===== src/cop_pkg.sv =====
package cop_pkg;

	// ----------------------------------------------------------------
	// Port map of the coprocessor and its control ports
	// ----------------------------------------------------------------
	localparam logic [7:0] PORT_CP0 = 8'hF8;
	localparam logic [7:0] PORT_CP1 = 8'hFA;
	localparam logic [7:0] PORT_CP2 = 8'hFC;
	localparam logic [7:0] PORT_BUSY_CLR = 8'hF0;
	localparam logic [7:0] PORT_CP_RESET = 8'hF1;
	localparam logic [15:0] RDATA_FLOAT = 16'hFFFF;
	localparam logic [15:0] DATA_ZERO = 16'h0000;

	// ----------------------------------------------------------------
	// Timing of the coprocessor reset pulse
	// ----------------------------------------------------------------
	localparam int CLK_MHZ = 40;
	localparam int CP_RESET_NS = 200;
	localparam int CP_RESET_CYCLES = (CP_RESET_NS * CLK_MHZ + 999) / 1000;

	// ----------------------------------------------------------------
	// Decoded kind of an I/O port address
	// ----------------------------------------------------------------
	typedef enum logic [1:0] {
		PC_COPROC = 2'b00,
		PC_CLEAR = 2'b01,
		PC_RESET = 2'b10,
		PC_NONE = 2'b11
	} port_class_e;

	// ----------------------------------------------------------------
	// Controller registers on APB
	// ----------------------------------------------------------------
	localparam logic [7:0] REG_CTRL = 8'h00;
	localparam logic [7:0] REG_ADDR = 8'h04;
	localparam logic [7:0] REG_WDATA = 8'h08;
	localparam logic [7:0] REG_RDATA = 8'h0C;
	localparam logic [7:0] REG_STATUS = 8'h10;
	localparam logic [7:0] REG_IRQ_STAT = 8'h14;
	localparam logic [7:0] REG_IRQ_CLR = 8'h18;
	localparam logic [7:0] REG_IRQ_EN = 8'h1C;
	localparam int CTRL_GO = 0;
	localparam int CTRL_WR = 1;
	localparam int CTRL_BYTE = 2;
	localparam int STAT_PEND = 0;
	localparam int STAT_BUSY = 1;
	localparam int STAT_ERRB = 2;
	localparam int EV_DONE = 0;
	localparam int EV_ERRB = 1;
	localparam int EV_IDLE = 2;
	localparam int EV_W = 3;

endpackage


===== src/cop_link_if.sv =====
`timescale 1ns/1ps
// Host-side I/O cycles towards the coprocessor glue logic.
interface cop_link_if;
	logic req; // I/O cycle request, held until ack.
	logic wr; // High for an output, low for an input.
	logic byte8; // High for an 8-bit cycle.
	logic [7:0] addr; // I/O port address.
	logic [15:0] wdata; // Output data.
	logic [15:0] rdata; // Input data, valid with ack.
	logic ack; // One-cycle end of an I/O cycle.
	logic busy; // Coprocessor busy.
	logic err_busy; // Busy condition latched on error.

	modport host (
		output req,
		output wr,
		output byte8,
		output addr,
		output wdata,
		input rdata,
		input ack,
		input busy,
		input err_busy
	);
	modport dev (
		input req,
		input wr,
		input byte8,
		input addr,
		input wdata,
		output rdata,
		output ack,
		output busy,
		output err_busy
	);
endinterface


===== src/port_decode.sv =====
`timescale 1ns/1ps
// Sorts an I/O address into coprocessor port, control port or none.
module port_decode (
	input wire logic [7:0] addr, // I/O port address.
	output cop_pkg::port_class_e cls, // Kind of port.
	output logic [1:0] idx // Coprocessor port index.
);

	// ----------------------------------------------------------------
	// Address decode
	// ----------------------------------------------------------------
	// Each coprocessor port is one word apart, so bits 2:1 select it.
	always_comb begin
		idx = addr[2:1];
		unique case (addr)
			cop_pkg::PORT_CP0, cop_pkg::PORT_CP1, cop_pkg::PORT_CP2: begin
				cls = cop_pkg::PC_COPROC;
			end
			cop_pkg::PORT_BUSY_CLR: begin
				cls = cop_pkg::PC_CLEAR;
			end
			cop_pkg::PORT_CP_RESET: begin
				cls = cop_pkg::PC_RESET;
			end
			default: begin
				cls = cop_pkg::PC_NONE;
			end
		endcase
	end

endmodule


===== src/cop_host.sv =====
`timescale 1ns/1ps
// Issues coprocessor I/O cycles on orders given over APB.
module cop_host (
	input wire logic clk, // System clock.
	input wire logic nrst, // Synchronous reset, active low.
	input wire logic ce, // Clock enable, freezes all state when low.
	cop_link_if.host link, // I/O cycles to the glue logic.
	input wire logic psel, // APB select.
	input wire logic penable, // APB enable.
	input wire logic pwrite, // APB direction.
	input wire logic [7:0] paddr, // APB byte address.
	input wire logic [31:0] pwdata, // APB write data.
	output logic [31:0] prdata, // APB read data.
	output logic pready, // APB ready.
	output logic pslverr, // APB error on unmapped address.
	output logic irq // Level interrupt.
);

	// ----------------------------------------------------------------
	// Types and state
	// ----------------------------------------------------------------
	typedef enum logic [1:0] {
		H_IDLE = 2'b00,
		H_WAIT = 2'b01,
		H_REQ = 2'b10
	} host_state_e;

	typedef struct packed {
		host_state_e st;
		logic pend;
		logic req;
		logic wr;
		logic byte8;
		logic [7:0] addr;
		logic [15:0] wdata;
		logic [15:0] rdata;
		logic [cop_pkg::EV_W-1:0] ev;
		logic [cop_pkg::EV_W-1:0] en;
		logic busy_q;
		logic errb_q;
		logic [31:0] prdata;
		logic pready;
		logic pslverr;
		logic irq;
	} host_s;

	localparam host_s HOST_RST = '0;

	host_s s_reg;
	host_s s_next;
	cop_pkg::port_class_e cls;
	logic busy_any;
	logic setup;
	logic access;

	// ----------------------------------------------------------------
	// Target decode
	// ----------------------------------------------------------------
	// Tells coprocessor ports from control ports for the wait.
	port_decode port_decode_i (
		.addr(s_reg.addr),
		.cls(cls),
		.idx()
	);

	assign busy_any = link.busy || link.err_busy;
	assign setup = psel && !penable;
	assign access = psel && penable && s_reg.pready;

	// ----------------------------------------------------------------
	// Next state
	// ----------------------------------------------------------------
	// APB slave with no wait states, then the I/O cycle sequencer.
	always_comb begin
		s_next = s_reg;
		s_next.pready = setup;
		s_next.busy_q = busy_any;
		s_next.errb_q = link.err_busy;
		if (setup) begin
			s_next.pslverr = 1'b0;
			s_next.prdata = '0;
			unique case (paddr)
				cop_pkg::REG_CTRL: s_next.prdata = {29'h0, s_reg.byte8, s_reg.wr, 1'b0};
				cop_pkg::REG_ADDR: s_next.prdata = {24'h0, s_reg.addr};
				cop_pkg::REG_WDATA: s_next.prdata = {16'h0, s_reg.wdata};
				cop_pkg::REG_RDATA: s_next.prdata = {16'h0, s_reg.rdata};
				cop_pkg::REG_STATUS: s_next.prdata = {29'h0, link.err_busy, link.busy, s_reg.pend};
				cop_pkg::REG_IRQ_STAT: s_next.prdata = {29'h0, s_reg.ev};
				cop_pkg::REG_IRQ_CLR: s_next.prdata = '0;
				cop_pkg::REG_IRQ_EN: s_next.prdata = {29'h0, s_reg.en};
				default: s_next.pslverr = 1'b1;
			endcase
		end
		if (access && pwrite) begin
			unique case (paddr)
				cop_pkg::REG_CTRL: begin
					// An order given while one is pending is ignored.
					if (!s_reg.pend) begin
						s_next.wr = pwdata[cop_pkg::CTRL_WR];
						s_next.byte8 = pwdata[cop_pkg::CTRL_BYTE];
						if (pwdata[cop_pkg::CTRL_GO]) begin
							s_next.pend = 1'b1;
							s_next.st = H_WAIT;
						end
					end
				end
				// Address and data stay put while a cycle is pending on the link.
				cop_pkg::REG_ADDR: begin
					if (!s_reg.pend) begin
						s_next.addr = pwdata[7:0];
					end
				end
				cop_pkg::REG_WDATA: begin
					if (!s_reg.pend) begin
						s_next.wdata = pwdata[15:0];
					end
				end
				cop_pkg::REG_IRQ_CLR: s_next.ev = s_reg.ev & ~pwdata[cop_pkg::EV_W-1:0];
				cop_pkg::REG_IRQ_EN: s_next.en = pwdata[cop_pkg::EV_W-1:0];
				default: begin
				end
			endcase
		end
		unique case (s_reg.st)
			H_IDLE: begin
			end
			H_WAIT: begin
				// Coprocessor work waits for busy to clear; control ports do not.
				if (cls != cop_pkg::PC_COPROC || !busy_any) begin
					s_next.req = 1'b1;
					s_next.st = H_REQ;
				end
			end
			H_REQ: begin
				if (link.ack) begin
					s_next.req = 1'b0;
					s_next.rdata = link.rdata;
					s_next.pend = 1'b0;
					s_next.ev[cop_pkg::EV_DONE] = 1'b1;
					s_next.st = H_IDLE;
				end
			end
			default: begin
				s_next.st = H_IDLE;
			end
		endcase
		// Events are set after any clear so that a set wins.
		if (link.err_busy && !s_reg.errb_q) begin
			s_next.ev[cop_pkg::EV_ERRB] = 1'b1;
		end
		if (!busy_any && s_reg.busy_q) begin
			s_next.ev[cop_pkg::EV_IDLE] = 1'b1;
		end
		s_next.irq = |(s_next.ev & s_next.en);
	end

	// ----------------------------------------------------------------
	// State register
	// ----------------------------------------------------------------
	// One register for all state, frozen while the enable is low.
	always_ff @(posedge clk) begin
		if (!nrst) begin
			s_reg <= HOST_RST;
		end else if (ce) begin
			s_reg <= s_next;
		end
	end

	// ----------------------------------------------------------------
	// Outputs
	// ----------------------------------------------------------------
	// All outputs come from the state register.
	assign link.req = s_reg.req;
	assign link.wr = s_reg.wr;
	assign link.byte8 = s_reg.byte8;
	assign link.addr = s_reg.addr;
	assign link.wdata = s_reg.wdata;
	assign prdata = s_reg.prdata;
	assign pready = s_reg.pready;
	assign pslverr = s_reg.pslverr;
	assign irq = s_reg.irq;

endmodule


===== src/flat_wrapper.sv =====
// flat-port wrapper written by rule: the top's interface ports become plain ports
module cop_host_flat 
  (clk, nrst, ce, psel, penable, pwrite, paddr, pwdata, prdata, pready, pslverr, irq, link_req, link_wr, link_byte8, link_addr, link_wdata, link_rdata, link_ack, link_busy, link_err_busy);
  cop_link_if link_i ();
  input wire logic clk;
  input wire logic nrst;
  input wire logic ce;
  input wire logic psel;
  input wire logic penable;
  input wire logic pwrite;
  input wire logic [7:0] paddr;
  input wire logic [31:0] pwdata;
  output logic [31:0] prdata;
  output logic pready;
  output logic pslverr;
  output logic irq;
  output wire logic [$bits(link_i.req)-1:0] link_req;
  output wire logic [$bits(link_i.wr)-1:0] link_wr;
  output wire logic [$bits(link_i.byte8)-1:0] link_byte8;
  output wire logic [$bits(link_i.addr)-1:0] link_addr;
  output wire logic [$bits(link_i.wdata)-1:0] link_wdata;
  input wire logic [$bits(link_i.rdata)-1:0] link_rdata;
  input wire logic [$bits(link_i.ack)-1:0] link_ack;
  input wire logic [$bits(link_i.busy)-1:0] link_busy;
  input wire logic [$bits(link_i.err_busy)-1:0] link_err_busy;
  assign link_req = link_i.req;
  assign link_wr = link_i.wr;
  assign link_byte8 = link_i.byte8;
  assign link_addr = link_i.addr;
  assign link_wdata = link_i.wdata;
  assign link_i.rdata = link_rdata;
  assign link_i.ack = link_ack;
  assign link_i.busy = link_busy;
  assign link_i.err_busy = link_err_busy;
  cop_host u_core (.clk(clk), .nrst(nrst), .ce(ce), .link(link_i), .psel(psel), .penable(penable), .pwrite(pwrite), .paddr(paddr), .pwdata(pwdata), .prdata(prdata), .pready(pready), .pslverr(pslverr), .irq(irq));
endmodule

===== config.mk =====
export PLATFORM = sky130hd
export DESIGN_NAME = cop_host_flat
export DESIGN_NICKNAME = d
export VERILOG_FILES = /design/src/cop_pkg.sv /design/src/cop_link_if.sv /design/src/port_decode.sv /design/src/cop_host.sv /design/src/flat_wrapper.sv
export SDC_FILE = /design/constraint.sdc
export NUM_CORES = 1
export LEC_CHECK = 0
export BUFFER_PORTS_ARGS = -buffer_cell sky130_fd_sc_hd__clkbuf_2
export CORE_MARGIN = 4
export CORE_UTILIZATION = 50
export DETAILED_ROUTE_END_ITERATION = 10
export GPL_TIMING_DRIVEN = 0
export HOLD_SLACK_MARGIN = 0.02
export PLACE_DENSITY = 0.82
export SLEW_MARGIN = 10
export SYNTH_ARGS = -nofsm -noshare
export SYNTH_HDL_FRONTEND = slang
export SYNTH_SLANG_ARGS = --single-unit
export TNS_END_PERCENT = 20

===== constraint.sdc =====
create_clock -name clk -period 5.65 [get_ports clk]
set_clock_uncertainty 0.15 [all_clocks]
set_input_delay 0.2825 -clock clk [delete_from_list [all_inputs] [get_ports clk]]
set_output_delay 0.2825 -clock clk [all_outputs]
set_load 0.005 [all_outputs]

==> results.cfg <==
[clocking]
cts_tree = yes
clock_latency_ns = 0.36
clk_pin_slew_ns = 0.08
cts_sinks = 73
postCtsSetupBuffers = 0
root_buffer = clkbuf_8
cts_buffer_depth = 2
numCtsBuffers = 9
cts-htree-levels = 3

[synthesis]
synthCells = 432
synth_edf_count = 0
yosys_most_used_dff = dfxtp_1
yosys-top-cells-area = dfxtp_1 (40%), buf_4 (12%), a21oi_1 (6.1%), nand2_1 (6.0%), nor2_1 (4.4%)
synth_area_sq_um = 3671
synth_common_cells = dfxtp_1 (73), nand2_1 (59), buf_4 (57)
ys_seq_area_share_pct = 39.81
yosys.area.top_type = dfxtp_1
synth-seq-cells = 73
ys_warn_count = 0
ys_types = 49
async_flop_share_pct = 0
netlist.area_leader.share_pct = 39.81
yosysMostFrequentCell = dfxtp_1
avgSynthCellArea_sq_um = 8.498

[routing]
drc = 0
wl_per_cell_um = 16.19
drt_iter0_drc = 381
wirelength_um = 10960
antenna_left = 0
drt-pass1-iter-count = 5
routed_via_density = 5.387
vias = 3647

[place]
io_buffers = 92
dp_hpwl_um = 7704
gp_congestion = 0.8545

[finish]
largest_register_ffs = 27
drive_gt1_share_pct = 33.56
antennaDiodeCount = 0
nFillCells = 538
fin_nets = 641
area_delta_synth_final_pct = 30.03

[grt]
antenna_found_initial = 0
overflow = 0
grt_max_degree = 14
track_usage_pct = 24.25
grt_pass1_vias = 3408
grt_pass1_wl_um = 16420

[timing]
hold_slack_ns = 0.03838
setup_viol = 0
rsz0062_at_grt = no
slew_headroom_pct = 54.32
fmax_ghz = 0.4709
tightest_slew_ns = 0.6827
final.period_utilization_pct = 37.59
finalHoldViolCount = 0
maxSlewViolCount = 0
fin_tns_setup_ns = 0
min_period_ns = 2.124

[die]
die_w_um = 93.69
die_y_um = 93.69
rows = 30
core_area_sq_um = 6944
start_util_pct = 52.86
ioPinCount = 127
die-area_sq_um = 8777

[setup_path]
critPathLaunchType = flop
critPathMaxFanout = 10
required_ns = 5.78
crit_start = u_core.s_reg[87]$_SDFFE_PN0P_
arrival_ns = 2.26
worstSetupPathType = flop to flop
end_kind = flop
r2r-start = u_core.s_reg[87]$_SDFFE_PN0P_
slowest_delay_ns = 0.52
cp_slowest_cell = nor2_1
path_cells = and3b_1, inv_1, nor2_1, clkbuf_1, nand2_1, a21oi_1

[pwr]
p_leak_nw = 2.031
ir_drop_mv = 0.1165
p_per_area_nw_per_um2 = 218.4

[run]
drv_cap = 0

[hold_path]
hold_start = link_rdata[6]
hold_path.class = input port to flop

[status]
status = complete, no violations
-- cell families (layout without fill, tap and decap cells) --
logic type | Yosys count | count (layout) | share of synthesized area [%]
other | 1 | 16 | 0.1022
AND/OR/NAND/NOR | 134 | 134 | 17.45
flip-flops | 73 | 73 | 39.81
multiplexers | 26 | 26 | 7.771
buffers and inverters | 88 | 222 | 15.71
AO/OA/AOI/OAI | 110 | 110 | 19.16
-- cell type report --
type                    instances  area [sq um]  share of cell area [%]
well taps                      96         120.1                   2.516
repair buffers                118         720.7                   15.10
flip-flops and latches         73          1461                   30.62
clock buffers                  10         137.6                   2.883
clock inverters                 6         67.56                   1.415
inverters                       5         21.27                  0.4456
plain buffers                  83         555.5                   11.64
multi-input cells             286          1689                   35.39
-- layer usage --
layer | vias to the layer above | share of wire (%) | GRT usage [%] | wire length [um]
met4 | 0 | 2.2 | 12.15 | 240
li1 | 1734 | - | - | -
met3 | 24 | 8.4 | 4.247 | 918
met1 | 1679 | 42 | 30.94 | 4623
met5 | - | 0 | 0 | 0
met2 | 210 | 47 | 39.27 | 5178
-- metrics by stage --
step	util, %	total power, mW	cell area (sq um)	setup slack, ns	std cells
floorplan	-	0.5747	3727	3.824	447
finish	68.74	1.042	4773	3.526	677
CTS	68.59	1.039	4763	3.596	676
global route	68.74	1.068	4773	3.420	677
global placement	62.04	0.6084	4308	3.570	635
detailed placement	62.04	0.6099	4308	3.540	635
-- what timing repair did --
item / 4_1_cts / 5_1_grt
resized for setup: 0 / 0
endpoints found under the hold margin: 25 / 1
hold buffers: 25 / 1
-- cells in the final DEF (no fill, tap or decap), types with 2 or more instances in the layout --
cell	n
clkinvlp_4	2
nor2b_1	3
nand4_1	4
buf_4	57
a2bb2oi_1	14
a22oi_1	16
nand3b_1	2
nand3_1	6
buf_2	6
dfxtp_1	73
nor4_2	2
clkbuf_2	92
clkinv_4	2
nor2_1	43
nor4b_2	2
clkbuf_1	17
o211ai_1	3
conb_1	16
nand2_1	59
inv_1	3
dlygate4sd3_1	26
mux2i_1	15
buf_6	3
mux2_2	9
clkbuf_8	10
a21oi_1	45
or3_1	2
o21ai_0	20
nor4_1	2
-- worst max-delay path, delay by kind of cell, from the launching register on --
| family | cells | cell delay (ns) |
|---|---|---|
| AOI/OAI and AO/OA | 1 | 0.14 |
| DFF | 1 | 0.34 |
| and+or+nand+nor | 3 | 0.91 |
| buffers and inverters | 2 | 0.50 |
-- final timing paths --
kind | slack, ns | cells after the start | to
worst min-delay path | 0.04 | 3 | u_core.s_reg[49]$_SDFFE_PN0P_
worst max-delay path | 3.53 | 6 | u_core.s_reg[54]$_SDFFE_PN0P_
worst min register to register | 0.31 | 2 | u_core.s_reg[50]$_SDFFE_PN0P_
worst max register to register | 3.53 | 6 | u_core.s_reg[54]$_SDFFE_PN0P_
-- power by group --
group	leakage [nW]	switching (mW)	internal (mW)	total (mW)
Clock	0.0985	0.211	0.217	0.428
Sequential	0.589	0.00188	0.517	0.519
Combinational	1.34	0.0509	0.0448	0.0958
Power figures use the tool's default switching activity.
